## config.mk

```make
export PLATFORM = sky130hd
export DESIGN_NAME = acc_adc_control
export DESIGN_NICKNAME = d
export VERILOG_FILES = /design/src/hw/acc_pkg.sv /design/src/hw/acc_adc_control.sv
export SDC_FILE = /design/constraint.sdc
export NUM_CORES = 1
export LEC_CHECK = 0
export BUFFER_PORTS_ARGS = -buffer_cell sky130_fd_sc_hd__buf_4
export CORE_MARGIN = 8
export CORE_UTILIZATION = 41
export CTS_CLUSTER_SIZE = 16
export DETAILED_ROUTE_END_ITERATION = 7
export SLEW_MARGIN = 25
export SYNTH_ARGS = -nofsm -noshare
export SYNTH_HDL_FRONTEND = slang
export SYNTH_SLANG_ARGS = --single-unit
```

## constraint.sdc

```tcl
create_clock -name core_clk -period 3.6 [get_ports core_clk]
set_clock_uncertainty 0.1 [all_clocks]
set_input_delay 0 -clock core_clk [delete_from_list [all_inputs] [get_ports core_clk]]
set_output_delay 0 -clock core_clk [all_outputs]
set_load 0.05 [all_outputs]
```

## src/hw/acc_pkg.sv

```systemverilog
package acc_pkg;
    // Sequencer timing in conversion clock periods
    localparam int unsigned SAMPLE_PERIODS = 4;
    localparam int unsigned CONVERT_PERIODS = 12;
    localparam logic [4:0] TOTAL_PERIODS = 5'h10;
    localparam int unsigned RESULT_BITS = 12;
    // Divider select codes
    localparam logic [2:0] DIV_SEL_MAX = 3'h7;
    localparam logic [6:0] DIV_CNT_RESET = 7'h00;
    // Reference select codes
    localparam logic [1:0] REF_EXT_PIN = 2'h0;
    localparam logic [1:0] REF_SUPPLY_A = 2'h1;
    localparam logic [1:0] REF_AMP_OUT = 2'h2;
    localparam logic [1:0] REF_SUPPLY_B = 2'h3;
    // Input source select codes
    localparam logic [2:0] SRC_EXT0 = 3'h0;
    localparam logic [2:0] SRC_SENSE0 = 3'h1;
    localparam logic [2:0] SRC_SENSE1 = 3'h2;
    localparam logic [2:0] SRC_GROUND = 3'h3;
    localparam logic [2:0] SRC_SUPPLY_DIV4 = 3'h4;
    localparam logic [2:0] SRC_AMP_OUT = 3'h5;
    localparam logic [2:0] SRC_EXT6 = 3'h6;
    localparam logic [2:0] SRC_EXT7 = 3'h7;
    // Reset values
    localparam logic [11:0] RESULT_RESET = 12'h000;
    localparam logic [3:0] STEP_RESET = 4'h0;
    typedef enum logic [2:0] {
        ACC_IDLE = 3'b001,
        ACC_SAMPLE = 3'b010,
        ACC_CONVERT = 3'b100
    } acc_state_t;
endpackage

```

## src/hw/acc_adc_control.sv

```systemverilog
`timescale 1ns/100ps
`default_nettype none
// How it works
// - start pulse high then low begins conversion
// - busy flag set once conversion starts
// - busy flag clears at conversion end
// - completion sets interrupt flag, enabled raises interrupt
// - conversion clock is system clock divided
// - converter powered only while power enable high
// - reference chosen by reference select code
// - analog pin disables other functions and pull-high
// - analog pin overrides port direction setting
// - external sources route channel 0-7, else floating
// - internal source codes pick internal signals
// - 4 sample plus 12 convert periods
// - format bit selects result byte split
module acc_adc_control #(
    parameter int unsigned NUM_PINS = 8
) (
    input wire logic core_clk,
    input wire logic reset_n,
    input wire logic clk_en,
    input wire logic start_bit,
    input wire logic adc_power_enable,
    input wire logic [2:0] adc_clock_divider_select,
    input wire logic [1:0] reference_select,
    input wire logic [2:0] input_source_select,
    input wire logic [3:0] external_channel_select,
    input wire logic result_format_select,
    input wire logic int_enable,
    input wire logic int_flag_clear,
    input wire logic comparator_in,
    input wire logic [NUM_PINS-1:0] pin_analog_enable,
    input wire logic [NUM_PINS-1:0] pin_pull_high_cfg,
    input wire logic [NUM_PINS-1:0] pin_output_enable_cfg,
    output logic conv_busy_flag,
    output logic adc_int_flag,
    output logic adc_int,
    output logic adc_powered,
    output logic adc_clock,
    output logic sample_hold,
    output logic ref_ext_pin_sel,
    output logic ref_supply_sel,
    output logic ref_amp_sel,
    output logic [NUM_PINS-1:0] pin_channel_connect,
    output logic src_sense0_sel,
    output logic src_sense1_sel,
    output logic src_ground_sel,
    output logic src_supply_div4_sel,
    output logic src_amp_sel,
    output logic [11:0] dac_trial,
    output logic [7:0] result_high_byte,
    output logic [7:0] result_low_byte,
    output logic [NUM_PINS-1:0] pin_digital_enable,
    output logic [NUM_PINS-1:0] pin_pull_high_en,
    output logic [NUM_PINS-1:0] pin_output_enable
);

    acc_pkg::acc_state_t state_q;
    logic start_prev_q;
    logic [6:0] div_cnt_q;
    logic tick;
    logic [3:0] step_q;
    logic [11:0] sar_q;
    logic [11:0] sar_d;
    logic [11:0] result_q;
    logic done;
    logic start_seen;

    // Terminal count of the divider for a select code
    function automatic logic [6:0] div_limit(input logic [2:0] sel);
        logic [7:0] full;
        full = 8'h01 << sel;
        div_limit = 7'(full - 8'h01);
    endfunction

    // Length of the high half of a conversion clock period
    function automatic logic [6:0] div_half(input logic [2:0] sel);
        logic [7:0] full;
        full = 8'h01 << sel;
        div_half = 7'(full >> 1);
    endfunction

    // Start fires on the falling edge of the start bit, so a held-high bit starts nothing until it drops
    assign start_seen = start_prev_q && !start_bit;

    always_ff @(posedge core_clk) begin
        if (!reset_n) begin
            start_prev_q <= 1'b0;
        end else if (clk_en) begin
            start_prev_q <= start_bit;
        end
    end

    // Divider free-runs only while powered and busy; powered off it sits at zero
    always_ff @(posedge core_clk) begin
        if (!reset_n || (clk_en && !adc_power_enable)) begin
            div_cnt_q <= acc_pkg::DIV_CNT_RESET;
            adc_clock <= 1'b0;
        end else if (clk_en) begin
            if (state_q == acc_pkg::ACC_IDLE || div_cnt_q >= div_limit(adc_clock_divider_select)) begin
                div_cnt_q <= acc_pkg::DIV_CNT_RESET;
            end else begin
                div_cnt_q <= div_cnt_q + 7'h01;
            end
            // High for the first half of each period; divide-by-1 has no half, so it stays low
            adc_clock <= (state_q != acc_pkg::ACC_IDLE) && (div_cnt_q < div_half(adc_clock_divider_select));
        end
    end

    assign tick = (state_q != acc_pkg::ACC_IDLE) && (div_cnt_q >= div_limit(adc_clock_divider_select));
    assign done = (state_q == acc_pkg::ACC_CONVERT) && tick && (step_q == 4'(acc_pkg::CONVERT_PERIODS - 1));

    // Next trial word; dac_trial is loaded with it as well, so the comparator
    // judges the new trial in the very next cycle even when the divider is bypassed
    always_comb begin
        sar_d = sar_q;
        if (state_q == acc_pkg::ACC_IDLE) begin
            if (start_seen) begin
                sar_d = 12'h800;
            end
        end else if (state_q == acc_pkg::ACC_CONVERT && tick) begin
            // Keep the trial bit if the comparator says input is above it
            if (!comparator_in) begin
                sar_d[4'(11) - step_q] = 1'b0;
            end
            if (step_q != 4'(acc_pkg::CONVERT_PERIODS - 1)) begin
                sar_d[4'(10) - step_q] = 1'b1;
            end
        end
    end

    // Sequencer: sample periods then one bit decision per period
    always_ff @(posedge core_clk) begin
        if (!reset_n || (clk_en && !adc_power_enable)) begin
            state_q <= acc_pkg::ACC_IDLE;
            step_q <= acc_pkg::STEP_RESET;
            sar_q <= acc_pkg::RESULT_RESET;
            dac_trial <= acc_pkg::RESULT_RESET;
        end else if (clk_en) begin
            sar_q <= sar_d;
            dac_trial <= sar_d;
            case (state_q)
                acc_pkg::ACC_IDLE: begin
                    // Starts while busy never reach here, so they are dropped
                    if (start_seen) begin
                        state_q <= acc_pkg::ACC_SAMPLE;
                        step_q <= acc_pkg::STEP_RESET;
                    end
                end
                acc_pkg::ACC_SAMPLE: begin
                    if (tick) begin
                        if (step_q == 4'(acc_pkg::SAMPLE_PERIODS - 1)) begin
                            state_q <= acc_pkg::ACC_CONVERT;
                            step_q <= acc_pkg::STEP_RESET;
                        end else begin
                            step_q <= step_q + 4'h1;
                        end
                    end
                end
                acc_pkg::ACC_CONVERT: begin
                    if (tick) begin
                        if (step_q != 4'(acc_pkg::CONVERT_PERIODS - 1)) begin
                            step_q <= step_q + 4'h1;
                        end else begin
                            state_q <= acc_pkg::ACC_IDLE;
                            step_q <= acc_pkg::STEP_RESET;
                        end
                    end
                end
                default: begin
                    state_q <= acc_pkg::ACC_IDLE;
                end
            endcase
        end
    end

    // Busy follows the sequencer; it drops in the same edge the result lands
    always_ff @(posedge core_clk) begin
        if (!reset_n || (clk_en && !adc_power_enable)) begin
            conv_busy_flag <= 1'b0;
        end else if (clk_en) begin
            if (state_q == acc_pkg::ACC_IDLE && start_seen) begin
                conv_busy_flag <= 1'b1;
            end else if (done) begin
                conv_busy_flag <= 1'b0;
            end
        end
    end

    // Result capture; kept across power-down so software can still read it
    always_ff @(posedge core_clk) begin
        if (!reset_n) begin
            result_q <= acc_pkg::RESULT_RESET;
        end else if (clk_en && done) begin
            result_q <= comparator_in ? sar_q : {sar_q[11:1], 1'b0};
        end
    end

    // Result byte split per format bit
    always_ff @(posedge core_clk) begin
        if (!reset_n) begin
            result_high_byte <= 8'h00;
            result_low_byte <= 8'h00;
        end else if (clk_en) begin
            if (!result_format_select) begin
                result_high_byte <= result_q[11:4];
                result_low_byte <= {4'h0, result_q[3:0]};
            end else begin
                result_high_byte <= {4'h0, result_q[11:8]};
                result_low_byte <= result_q[7:0];
            end
        end
    end

    // Interrupt flag; a completion in the clear cycle wins over the clear
    always_ff @(posedge core_clk) begin
        if (!reset_n) begin
            adc_int_flag <= 1'b0;
            adc_int <= 1'b0;
        end else if (clk_en) begin
            if (done) begin
                adc_int_flag <= 1'b1;
            end else if (int_flag_clear) begin
                adc_int_flag <= 1'b0;
            end
            adc_int <= int_enable && (done || (adc_int_flag && !int_flag_clear));
        end
    end

    // Power indication and sample/hold switch
    always_ff @(posedge core_clk) begin
        if (!reset_n) begin
            adc_powered <= 1'b0;
            sample_hold <= 1'b0;
        end else if (clk_en) begin
            adc_powered <= adc_power_enable;
            // Lags the sequencer by one cycle; conv_busy_flag and dac_trial switch on the same edge as the sequencer
            sample_hold <= (state_q == acc_pkg::ACC_SAMPLE);
        end
    end

    // Reference switches; codes 01 and 11 both land on the supply
    always_ff @(posedge core_clk) begin
        if (!reset_n) begin
            ref_ext_pin_sel <= 1'b0;
            ref_supply_sel <= 1'b0;
            ref_amp_sel <= 1'b0;
        end else if (clk_en) begin
            ref_ext_pin_sel <= (reference_select == acc_pkg::REF_EXT_PIN);
            ref_supply_sel <= (reference_select == acc_pkg::REF_SUPPLY_A)
                || (reference_select == acc_pkg::REF_SUPPLY_B);
            ref_amp_sel <= (reference_select == acc_pkg::REF_AMP_OUT);
        end
    end

    // External pin routing
    always_ff @(posedge core_clk) begin
        if (!reset_n) begin
            pin_channel_connect <= '0;
        end else if (clk_en) begin
            for (int i = 0; i < NUM_PINS; i++) begin
                // Codes 8 and up address no pin, so the input floats
                pin_channel_connect[i] <= ((input_source_select == acc_pkg::SRC_EXT0)
                    || (input_source_select == acc_pkg::SRC_EXT6)
                    || (input_source_select == acc_pkg::SRC_EXT7))
                    && (external_channel_select == 4'(i));
            end
        end
    end

    // Internal source switches; pin routing connects only for the external codes 0, 6 and 7,
    // so no pin joins them whatever the channel code
    always_ff @(posedge core_clk) begin
        if (!reset_n) begin
            src_sense0_sel <= 1'b0;
            src_sense1_sel <= 1'b0;
            src_ground_sel <= 1'b0;
            src_supply_div4_sel <= 1'b0;
            src_amp_sel <= 1'b0;
        end else if (clk_en) begin
            src_sense0_sel <= (input_source_select == acc_pkg::SRC_SENSE0);
            src_sense1_sel <= (input_source_select == acc_pkg::SRC_SENSE1);
            src_ground_sel <= (input_source_select == acc_pkg::SRC_GROUND);
            src_supply_div4_sel <= (input_source_select == acc_pkg::SRC_SUPPLY_DIV4);
            src_amp_sel <= (input_source_select == acc_pkg::SRC_AMP_OUT);
        end
    end

    // Pin overrides: an analog pin loses digital function, pull-high and output drive
    always_ff @(posedge core_clk) begin
        if (!reset_n) begin
            pin_digital_enable <= '1;
            pin_pull_high_en <= '0;
            pin_output_enable <= '0;
        end else if (clk_en) begin
            pin_digital_enable <= ~pin_analog_enable;
            pin_pull_high_en <= pin_pull_high_cfg & ~pin_analog_enable;
            pin_output_enable <= pin_output_enable_cfg & ~pin_analog_enable;
        end
    end

endmodule
`default_nettype wire

```

## Word-level counts from Yosys, hierarchy flattened

Cells that the tools add are included.

- Bits in registers: 101
- Input port bits: 45

- Add/subtract/negate cells: 5
- Order comparisons: 6
- Equal/unequal tests: 29
- Shift-type cells: 1
- Mux-type cells: 31
- Bitwise logic cells: 6
- Reductions and logical operators: 42

Operators with widths:

| kind | number |
|---|---|
| $mux 12 | 7 |
| $logic_and 1x1->1 | 20 |
| $mux 4 | 5 |
| $and 8x8->8 | 2 |
| $eq 4x3->1 const B | 4 |
| $mux 8 | 2 |
| $eq 3x3->1 const B | 5 |
| $mux 3 | 5 |
| $and 12x12->12 | 1 |
| $eq 4x2->1 const B | 3 |
| $not 12->12 | 1 |
| $or 12x12->12 | 1 |
| $pmux 4 s3 | 1 |
| $lt 4x5->1 const B | 2 |
| $ne 2x2->1 const B | 5 |
| $eq 3x2->1 const B | 3 |
| $pmux 3 s3 | 1 |
| $demux 1 s4 | 2 |
| $ge 4x1->1 const B | 2 |
| $not 8->8 | 1 |
| $shl 1x3->8 const A | 1 |
| $sub 4x4->4 const A | 2 |
| $add 7x1->7 const B | 1 |
| $ge 7x7->1 | 1 |
| 23 further kinds | 42 |

## Longest topological paths before layout

Gate-level depths: netlist of the first run.

- Word-level depth: 14
- Depth in mapped cells: 16
- Depth with buffers taken out: 13

## Worst setup path before layout of the first run

No wires, ideal clock.

- Path type: input-to-reg
- From: input adc_clock_divider_select[1]
- To: register result_q[10]
- Library setup time: 0.115 ns
- Arrival: 2.676 ns
- Data required time: 3.385 ns
- Setup slack: 0.709 ns
- Stages on the path: 14
- Path buffers: 3
- Cells stage by stage: clkbuf_1 nor2_1 nand2_1 ha_1 inv_1 o32a_1 ha_1 nand3_1 o31a_1 or4b_1 buf_2 buf_6 nand3_1 o21ai_2

- Longest elaborated chain between the ends: 7

Ends and longest elaborated chain:

| what | line | source |
|---|---|---|
| start: declaration | acc_adc_control.sv:25 | `input wire logic [2:0] adc_clock_divider_select,` |
| $shl 1x3->8 | acc_adc_control.sv:73 | `full = 8'h01 << sel;` |
| $sub 7x1->7 | acc_adc_control.sv:74 | `div_limit = 7'(full - 8'h01);` |
| $ge 7x7->1 | acc_adc_control.sv:111 | `assign tick = (state_q != acc_pkg::ACC_IDLE) && (div_cnt_q >= div_limit(adc_clock_divider_select));` |
| $logic_and 1x1->1 | acc_adc_control.sv:111 |  |
| $logic_and 1x1->1 (2 in series) | acc_adc_control.sv:112 | `assign done = (state_q == acc_pkg::ACC_CONVERT) && tick && (step_q == 4'(acc_pkg::CONVERT_PERIODS - 1));` |
| $logic_and 1x1->1 | acc_adc_control.sv:195 | `end else if (clk_en && done) begin` |
| end signal: assignment | acc_adc_control.sv:194 | `result_q <= acc_pkg::RESULT_RESET;` |
| end signal: assignment | acc_adc_control.sv:196 | `result_q <= comparator_in ? sar_q : {sar_q[11:1], 1'b0};` |
| end: declaration | acc_adc_control.sv:66 | `logic [11:0] result_q;` |

Every way passes these cells.
A chain may end at the register's enable or synchronous reset.

## Final worst setup path of the first run

- From: input adc_clock_divider_select[2]
- To: register adc_int

- Longest elaborated chain between the ends: 8

Ends and longest elaborated chain:

| what | line | source |
|---|---|---|
| $shl 1x3->8 | acc_adc_control.sv:73 |  |
| $sub 7x1->7 | acc_adc_control.sv:74 |  |
| $ge 7x7->1 | acc_adc_control.sv:111 |  |
| $logic_and 1x1->1 | acc_adc_control.sv:111 |  |
| $logic_and 1x1->1 (2 in series) | acc_adc_control.sv:112 |  |
| $logic_or 1x1->1 | acc_adc_control.sv:227 | `adc_int <= int_enable && (done \|\| (adc_int_flag && !int_flag_clear));` |
| $logic_and 1x1->1 | acc_adc_control.sv:227 |  |
| end signal: assignment | acc_adc_control.sv:227 |  |
| end: declaration | acc_adc_control.sv:38 | `output logic adc_int,` |

Every way passes these cells.

==> results of run 1 <==
==> per-layer routing <==
metal	share of wire [%]	global-route usage [%]
met5	0	0
met4	1.5	6.09
met3	7.1	3.31
met2	45	26.4
met1	47	21.3
==> state kept, by name, summed over array words and instances (netlist names), 3 cells and up <==
| signal | cells |
|---|---|
| pin_output_enable | 8 |
| step_q | 4 |
| result_q | 12 |
| result_high_byte | 8 |
| pin_digital_enable | 8 |
| result_low_byte | 8 |
| div_cnt_q | 7 |
| pin_channel_connect | 8 |
| sar_q | 12 |
| pin_pull_high_en | 8 |
| state_q | 3 |
==> power groups by stage <==
stage | logic, uW | registers, uW | clock network (uW)
3_5_place_dp | 296 | 1180 | 0
2_1_floorplan | 123 | 1250 | 0
3_3_place_gp | 293 | 1180 | 0
4_1_cts | 345 | 1150 | 1140
6_report | 346 | 1150 | 1110
5_1_grt | 372 | 1160 | 1190
==> metrics by stage <==
stage | utilization, % | cells | hold WS, ns | area [um^2] | setup WS [ns]
finish | 58.2 | 862 | 0.0372 | 6620 | 0.815
global route | 58.2 | 862 | 0.0696 | 6620 | 0.661
CTS | 58.2 | 862 | 0.0282 | 6620 | 0.831
detailed placement | 50.2 | 790 | 0.164 | 5710 | 0.473
global placement | 50.2 | 790 | 0.159 | 5710 | 0.606
floorplan | - | 557 | 0.0665 | 4750 | 0.709
==> layout by cell type, fill, tap and decap left out, types with 6 or more instances in the layout <==
cell type      netlist  routed
o21ai_2             12      12
mux2i_1             12      12
inv_1               16      16
dfxtp_1            101     101
clkbuf_16            0       9
nor2_1              44      44
nand3_1             30      30
ha_1                19      19
a22oi_1             22      22
nor3_1               8       8
nor2b_1             40      40
buf_4                0     125
o21a_1               7       7
dlygate4sd3_1        0      56
a21boi_0             7       7
o21ai_0             20      20
a21oi_1             38      38
nand2_1             66      66
xnor2_1              6       6
==> how the worst max path moves through the flow <==
| stage | start | to | slack [ns] | cells past startpoint |
|---|---|---|---|---|
| after detailed placement | adc_clock_divider_select[2] | adc_int | 0.47 | 14 |
| after global placement | adc_clock_divider_select[2] | adc_int | 0.61 | 14 |
| final | adc_clock_divider_select[2] | adc_int | 0.81 | 14 |
| after floorplan | adc_clock_divider_select[1] | result_q[10] | 0.71 | 14 |
| after CTS | adc_clock_divider_select[2] | adc_int | 0.83 | 14 |
| after global routing | adc_clock_divider_select[2] | adc_int | 0.66 | 14 |
==> layout make-up <==
type	count	area, um^2	share of cell area, %
clock inverter	5	106	1.61
timing repair buffer	181	1500	22.6
sequential	101	2020	30.5
tap	143	179	2.70
clock buffer	11	243	3.67
multi-input combinational	405	2510	37.9
inverter	16	60.1	0.907
==> worst min-delay path, delay by kind of cell <==
family / cells / cell delay [ns]
simple gates: 2 / 0.27
compound gates: 1 / 0.08
buf+inv: 1 / 0.08
==> timing repair <==
action	4_1_cts	5_1_grt
gates resized for setup	0	0
hold buffers	56	0
hold endpoints to repair	55	0
==> logic make-up after synthesis <==
family                     Yosys count  synth area share, %
muxes                               13                 2.77
DFF                                101                 42.6
buffers and inverters               51                 4.46
AOI/OAI and AO/OA                  140                 19.9
and+or+nand+nor                    224                 23.6
xor gates and xnor gates             9                 1.66
adders and majority gates           19                 5.01
==> results.py, run 1 <==
metrics = {
    "run_status": {
        "status": "complete, no violations",
    },
    "clock_network": {
        "cts-root-buf": "clkbuf_16",
        "clock_latency_ns": 0.34,
        "clk_pin_slew_ns": 0.07,
        "h-tree-depth": 3,
        "cts.path.max_buffers": 2,
        "cts_tree": "yes",
        "post_cts_buffers": 0,
        "cts_buffers": 9,
        "cts_sinks": 101,
    },
    "sta": {
        "post-route-min-period_ns": 2.79,
        "drv_slew": 0,
        "hold_viol": 0,
        "tightest_slew_ns": 0.771,
        "fmax_mhz": 359,
        "period_share_pct": 77.4,
        "setup_viol": 0,
        "finalSetupTns_ns": 0,
        "rsz0062_at_grt": "no",
        "slew_headroom_pct": 48.6,
    },
    "final_layout": {
        "syn2layout_area_growth_pct": 39.5,
        "fillCellCount": 1005,
        "nets": 778,
        "drive_gt1_share_pct": 22.3,
        "diodes": 0,
    },
    "routing": {
        "drc": 0,
        "drtIter0Drc": 221,
        "wl_per_cell_um": 15.1,
        "via_count": 4443,
        "postRouteAntennaNets": 0,
        "drt_pass1_iterations": 5,
        "drt-total-wl_um": 13000,
        "via_per_inst": 5.15,
    },
    "logic_synthesis": {
        "yosys.cell_count.top_type": "dfxtp_1",
        "synth.top_cells.by_count": "dfxtp_1 (101), nand2_1 (66), nor2_1 (44)",
        "syn_inst": 557,
        "synth_top_area_share_pct": 42.6,
        "synth-seq-cells": 101,
        "yosysTopAreaCell": "dfxtp_1",
        "avgSynthCellArea_um2": 8.52,
        "synth-main-ff-cell": "dfxtp_1",
        "synth_area_leaders": "dfxtp_1 (43%), nor2b_1 (5.3%), nand2_1 (5.2%), ha_1 (5.0%), a21oi_1 (4.0%)",
        "syn-num-nets": 621,
        "yosysWarnings": 0,
        "synthArstFlopShare_pct": 0,
        "yosysSeqAreaShare_pct": 42.6,
        "netlist-cell-type-count": 53,
        "syn-cell-area_um2": 4750,
        "synth_edf_count": 0,
    },
    "floorplan": {
        "die_y_um": 124,
        "core_um2": 11400,
        "die_w_um": 124,
        "initial_core_util_pct": 41.7,
        "dieArea_um2": 15300,
        "rows": 39,
        "io_pins": 119,
    },
    "critical_path": {
        "path_delay_family": "compound AO/OA/AOI/OAI gates",
        "critPathBufInv": 3,
        "ff2ff_setup_slack_ns": 0.87,
        "slowest_stage": "or4b_1",
        "cp_data_required_time_ns": 3.78,
        "cp_cell_sequence": "buf_4 -> inv_1 -> nand3b_1 -> ha_1 -> nor3_1 -> a21oi_1 -> o32a_1 -> ha_1 -> nand3_1 -> o31a_1 -> or4b_1 -> buf_4 -> a21boi_1 -> o21a_1",
        "r2r-end": "adc_int",
        "crit_path_start_kind": "primary input",
        "cp.arrival_ns": 2.97,
        "critPathMaxStageDelay_ns": 0.54,
        "crit_type": "in -> reg",
        "worst-path-max-fanout": 27,
        "cp-end-kind": "flop",
        "r2r_start": "div_cnt_q[0]",
        "ff2ff_path_depth": 9,
    },
    "worst_hold_path": {
        "worst_hold_path_type": "in -> reg",
        "hold_start": "external_channel_select[2]",
        "min_to": "pin_channel_connect[4]",
        "worstHoldPathCells": 4,
    },
    "global_routing": {
        "grt_max_degree": 89,
        "antenna_found_initial": 0,
        "grt_pass1_vias": 4117,
        "gr-total-overflow": 0,
        "grt_usage_pct": 16.4,
        "grt_pass1_wl_um": 20400,
    },
    "power_and_ir_drop": {
        "total_leakage_power_uw": 0.00270,
        "p_int_uw": 1990,
        "peakVddDrop_mv": 0.275,
        "p_comb_share_pct": 13.2,
        "powerDensity_nw_per_um2": 395,
        "power.total_uw": 2610,
        "power_frac_clock_pct": 42.6,
        "seq_power_share_pct": 44.1,
        "swShare_pct": 23.9,
        "net-switching-power_uw": 624,
    },
    "placed_design": {
        "place_hpwl_um": 8860,
        "gp_congestion": 0.874,
        "port_buffers": 118,
    },
    "flow_run": {
        "cap_violations": 0,
    },
}
Power figures use the tool's default switching activity.
==> run 2: changes to the inputs <==
==> constraint.sdc (replaced) <==
create_clock -name core_clk -period 2.85 [get_ports core_clk]
set_clock_uncertainty 0.1 [all_clocks]
set_input_delay 0 -clock core_clk [delete_from_list [all_inputs] [get_ports core_clk]]
set_output_delay 0 -clock core_clk [all_outputs]
set_load 0.05 [all_outputs]
==> results.py, run 2 (same netlist as run 1, synthesis figures left out) <==
metrics = {
    "run_status": {
        "status": "complete, no violations",
    },
    "routing": {
        "drc": 0,
        "via_per_inst": 5.13,
        "wl_per_cell_um": 15.1,
        "via_count": 4478,
        "drt_pass1_iterations": 4,
        "drtIter0Drc": 298,
        "postRouteAntennaNets": 0,
        "drt-total-wl_um": 13200,
    },
    "critical_path": {
        "critPathMaxStageDelay_ns": 0.57,
        "cp.arrival_ns": 2.73,
        "slowest_stage": "or4b_1",
        "cp_data_required_time_ns": 3.03,
        "crit_path_start_kind": "primary input",
        "crit_type": "in -> reg",
        "cp_cell_sequence": "buf_4 -> nor2_1 -> nand2_1 -> ha_1 -> nor3_1 -> a21oi_1 -> o32a_1 -> ha_1 -> nand3_1 -> o31a_1 -> or4b_1 -> buf_12 -> a21boi_1 -> o21a_1",
        "cp-end-kind": "flop",
        "worst-path-max-fanout": 27,
        "crit_path_frequent_cell": "ha_1",
        "ff2ff_path_depth": 10,
    },
    "floorplan": {
        "io_pins": 119,
        "die_w_um": 124,
        "rows": 39,
        "dieArea_um2": 15300,
        "initial_core_util_pct": 41.7,
        "core_um2": 11400,
        "die_y_um": 124,
    },
    "placed_design": {
        "placed_area_um2": 5790,
        "gp_congestion": 0.899,
        "port_buffers": 118,
        "pre_cts_ws_ns": -0.0586,
        "place_hpwl_um": 9040,
    },
    "clock_network": {
        "h-tree-depth": 3,
        "clk_pin_slew_ns": 0.07,
        "cts_sinks": 101,
        "cts_tree": "yes",
        "cts-root-buf": "clkbuf_16",
        "cts.path.max_buffers": 2,
        "cts_buffers": 9,
        "clock_latency_ns": 0.33,
    },
    "sta": {
        "fin_ws_ns": 0.302,
        "rsz0062_at_grt": "no",
        "finalSetupTns_ns": 0,
        "period_share_pct": 89.4,
        "slew_headroom_pct": 49.4,
        "setup_viol": 0,
        "tightest_slew_ns": 0.759,
        "drv_slew": 0,
        "fmax_mhz": 392,
        "hold_viol": 0,
        "post-route-min-period_ns": 2.55,
    },
    "global_routing": {
        "grt_pass1_wl_um": 21100,
        "grt_max_degree": 87,
        "grt_pass1_vias": 4241,
        "gr-total-overflow": 0,
        "antenna_found_initial": 0,
        "grt_usage_pct": 16.9,
    },
    "final_layout": {
        "reg_top3": "result_q: 12 flops, sar_q: 12 flops",
        "postLayoutCellArea_um2": 6670,
        "nets": 789,
        "diodes": 0,
        "final_cell_mix": "buf_4 (133), dfxtp_1 (101), nand2_1 (66)",
        "syn2layout_area_growth_pct": 40.5,
        "drive_gt1_share_pct": 23.6,
        "final_common_cell": "buf_4",
    },
    "power_and_ir_drop": {
        "power_frac_clock_pct": 37.8,
        "p_int_uw": 2280,
        "total_leakage_power_uw": 0.00272,
        "power.total_uw": 3060,
        "powerDensity_nw_per_um2": 459,
        "swShare_pct": 25.6,
        "net-switching-power_uw": 783,
        "peakVddDrop_mv": 0.248,
        "seq_power_share_pct": 47.6,
        "p_comb_share_pct": 14.6,
    },
    "worst_hold_path": {
        "worst_hold_path_type": "in -> reg",
        "worstHoldPathCells": 4,
    },
    "flow_run": {
        "cap_violations": 0,
    },
}
run 2: cell type report:
type | count | area, um^2
Fill cell | 1021 | 4700
Multi-Input combinational cell | 405 | 2520
Sequential cell | 101 | 2020
Clock buffer | 11 | 253
Clock inverter | 5 | 33.8
Timing Repair Buffer | 192 | 1600
Tap cell | 143 | 179
Inverter | 16 | 60.1
run 2: repair_timing:
item | CTS | global route
hold buffers | 58 | 0
endpoints found under the setup margin | 0 | 2
buffers inserted | 0 | 0
gates resized for setup | 0 | 2
hold endpoints to repair | 56 | 0
run 2: critical path: cells and delay by family:
family | cells | cell delay (ns)
and+or+nand+nor | 5 | 1.08
AOI/OAI and AO/OA | 5 | 0.81
adders and majority gates | 2 | 0.51
buffers and inverters | 2 | 0.32
run 2: metrics by stage:
| stage | instances | utilization [%] | hold WS (ns) |
|---|---|---|---|
| after detailed placement | 799 | 50.9 | 0.165 |
| final | 873 | 58.7 | 0.0596 |
| after global placement | 799 | 50.9 | 0.159 |
| after CTS | 873 | 58.6 | 0.0547 |
| after global routing | 873 | 58.7 | 0.0851 |
| after floorplan | 557 | - | 0.0665 |
run 2: worst paths after layout:
kind,from,end,slack (ns)
worst max register to register,div_cnt_q[0],sar_q[3],0.33
worst max-delay path,adc_clock_divider_select[1],adc_int,0.30
worst min-delay path,external_channel_select[2],pin_channel_connect[4],0.06
worst min register to register,pin_digital_enable[0],pin_digital_enable[0],0.37
run 2: metal layers:
| metal | up-vias | part of all wire, % | track usage [%] |
|---|---|---|---|
| met5 | - | 0 | 0 |
| met4 | 0 | 0.86 | 5.19 |
| met3 | 12 | 6.6 | 3.40 |
| met2 | 126 | 46 | 27.5 |
| met1 | 2057 | 47 | 22.0 |
| li1 | 2283 | - | - |
run 2: power by group through the flow:
stage	logic, uW	clock network [uW]	registers [uW]
final	447	1160	1460
after global routing	482	1270	1460
after CTS	446	1200	1460
after detailed placement	382	0	1490
after global placement	378	0	1490
after floorplan	156	0	1570
==> run 3: changes to the inputs <==
==> constraint.sdc (replaced) <==
create_clock -name core_clk -period 2.85 [get_ports core_clk]
set_clock_uncertainty 0.1 [all_clocks]
set_input_delay 0.57 -clock core_clk [delete_from_list [all_inputs] [get_ports core_clk]]
set_output_delay 0.57 -clock core_clk [all_outputs]
set_load 0.05 [all_outputs]
==> results.py, run 3 (same netlist as run 1, synthesis figures left out) <==
metrics = {
    "floorplan": {
        "io_pins": 119,
        "die_w_um": 124,
        "die_y_um": 124,
        "core_um2": 11400,
        "initial_core_util_pct": 41.7,
        "dieArea_um2": 15300,
        "rows": 39,
    },
    "final_layout": {
        "regArea_um2": 2020,
        "reg_top3": "result_q: 12 flops, sar_q: 12 flops",
        "fin_cells": 830,
        "final_cell_mix": "buf_4 (143), dfxtp_1 (101), nand2_1 (65)",
        "nets": 746,
        "diodes": 0,
        "multi_input_area_um2": 2600,
        "drive_gt1_share_pct": 29.3,
        "post-route-util_pct": 55.9,
        "postLayoutCellArea_um2": 6360,
        "final_common_cell": "buf_4",
        "fillCellCount": 1071,
        "syn2layout_area_growth_pct": 34.0,
    },
    "clock_network": {
        "cts_buffers": 9,
        "h-tree-depth": 3,
        "clock_latency_ns": 0.34,
        "clk_pin_slew_ns": 0.07,
        "cts-root-buf": "clkbuf_16",
        "cts_sinks": 101,
        "cts_tree": "yes",
        "cts.path.max_buffers": 2,
        "cts.hold.buffers_added": 0,
    },
    "placed_design": {
        "place_hpwl_um": 9380,
        "gp_congestion": 0.874,
        "port_buffers": 118,
        "place_inst": 811,
        "pre_cts_ws_ns": -0.432,
        "placed_area_um2": 5950,
    },
    "critical_path": {
        "critPathMaxStageDelay_ns": 0.61,
        "cp-end-kind": "flop",
        "cp.arrival_ns": 3.03,
        "crit_type": "in -> reg",
        "cp_data_required_time_ns": 3.03,
        "r2r_start": "div_cnt_q[0]",
        "path_delay_family": "simple AND/OR/NAND/NOR gates",
        "worst-path-max-fanout": 7,
        "ff2ff_path_depth": 9,
        "critPathBufInv": 2,
        "cp_cell_sequence": "buf_8 -> nand3b_1 -> ha_4 -> nor3_2 -> a21oi_1 -> o32a_1 -> ha_1 -> nand3_2 -> o31a_1 -> or4b_4 -> buf_12 -> a21boi_2 -> o21a_1",
        "r2r-end": "adc_int",
        "ff2ff_setup_slack_ns": 0.43,
        "slowest_stage": "or4b_4",
        "crit_path_start_kind": "primary input",
    },
    "worst_hold_path": {
        "worstHoldPathCells": 2,
        "min_to": "pin_digital_enable[7]",
        "worst_hold_path_type": "reg -> reg",
        "hold_start": "pin_digital_enable[7]",
    },
    "power_and_ir_drop": {
        "p_int_uw": 2330,
        "p_comb_share_pct": 13.0,
        "swShare_pct": 24.9,
        "peakVddDrop_mv": 0.318,
        "power_frac_clock_pct": 40.2,
        "powerDensity_nw_per_um2": 489,
        "seq_power_share_pct": 46.9,
        "power.total_uw": 3110,
        "net-switching-power_uw": 774,
        "total_leakage_power_uw": 0.00264,
    },
    "sta": {
        "rsz0062_at_grt": "yes",
        "tightest_slew_ns": 0.591,
        "post-route-min-period_ns": 2.84,
        "slew_headroom_pct": 60.6,
        "hold_viol": 0,
        "fmax_mhz": 352,
        "setup_viol": 0,
        "drv_slew": 0,
        "period_share_pct": 99.8,
        "fin_ws_ns": 0.00596,
    },
    "routing": {
        "via_per_inst": 5.20,
        "wl_per_cell_um": 15.3,
        "drc": 0,
        "drt-total-wl_um": 12700,
        "postRouteAntennaNets": 0,
        "drtIter0Drc": 238,
        "via_count": 4315,
        "drt_pass1_iterations": 7,
    },
    "global_routing": {
        "grt_pass1_vias": 3939,
        "grt_usage_pct": 15.7,
        "antenna_found_initial": 0,
        "gr-total-overflow": 0,
        "grt_pass1_wl_um": 19300,
        "grt_max_degree": 49,
    },
    "flow_run": {
        "cap_violations": 0,
    },
    "run_status": {
        "status": "complete, no violations",
    },
}
-- run 3: cell types whose count changed in the layout (fill, tap and decap cells not counted), sizes merged --
cell and delta:
dlygate4sd3 -58, buf +13, clkbuf +3, bufinv +1, clkinv -1, clkinvlp -1
-- run 3: power groups by stage --
stage / sequential, uW / combinational, uW / clock (uW)
3_5_place_dp: 1490 / 400 / 0
2_1_floorplan: 1570 / 166 / 0
6_report: 1460 / 404 / 1250
3_3_place_gp: 1490 / 395 / 0
5_1_grt: 1460 / 437 / 1350
4_1_cts: 1460 / 403 / 1290
-- run 3: worst max-delay path by stage --
stage	depth (start not counted)	end	startpoint	slack, ns
detailed placement	14	adc_int	adc_clock_divider_select[2]	-0.43
CTS	14	adc_int	adc_clock_divider_select[2]	-0.005
finish	13	adc_int	adc_clock_divider_select[1]	0.006
floorplan	14	result_q[10]	adc_clock_divider_select[1]	-0.30
global route	13	adc_int	adc_clock_divider_select[1]	-0.1
global placement	14	adc_int	adc_clock_divider_select[2]	-0.34
-- run 3: layer usage --
metal / vias up / routed length (um) / GRT usage [%]
met1: 1978 / 5670 / 19.2
met3: 7 / 1060 / 5.21
li1: 2201 / - / -
met5: - / 0 / 0
met4: 0 / 81 / 4.21
met2: 129 / 5850 / 25.7
-- run 3: cell type report --
| cell class | count | area share [%] |
|---|---|---|
| inverter | 16 | 0.984 |
| timing repair buffer | 149 | 18.6 |
| multi-input combinational | 405 | 40.9 |
| sequential | 101 | 31.8 |
| clock inverter | 4 | 0.866 |
| clock buffer | 12 | 4.03 |
| tap | 143 | 2.81 |
-- run 3: repair_timing --
item,CTS,global route
pin swaps,1,2
gates resized for setup,3,8
gates cloned,0,2
endpoints found under the setup margin,2,19
setup buffers,0,1
-- run 3: per-stage QoR --
step | hold WS [ns] | TNS (ns)
5_1_grt | 0.371 | -0.164
6_report | 0.373 | 0
4_1_cts | 0.376 | -0.00533
3_5_place_dp | 0.360 | -9.71
3_3_place_gp | 0.352 | -8.04
2_1_floorplan | 0.351 | -4.52
-- run 3: tightest hold or removal path: cells and delay by family (launching register included) --
| family | cells | cell delay [ns] |
|---|---|---|
| AOI/OAI and AO/OA | 1 | 0.06 |
| and+or+nand+nor | 1 | 0.05 |
| DFF | 1 | 0.33 |
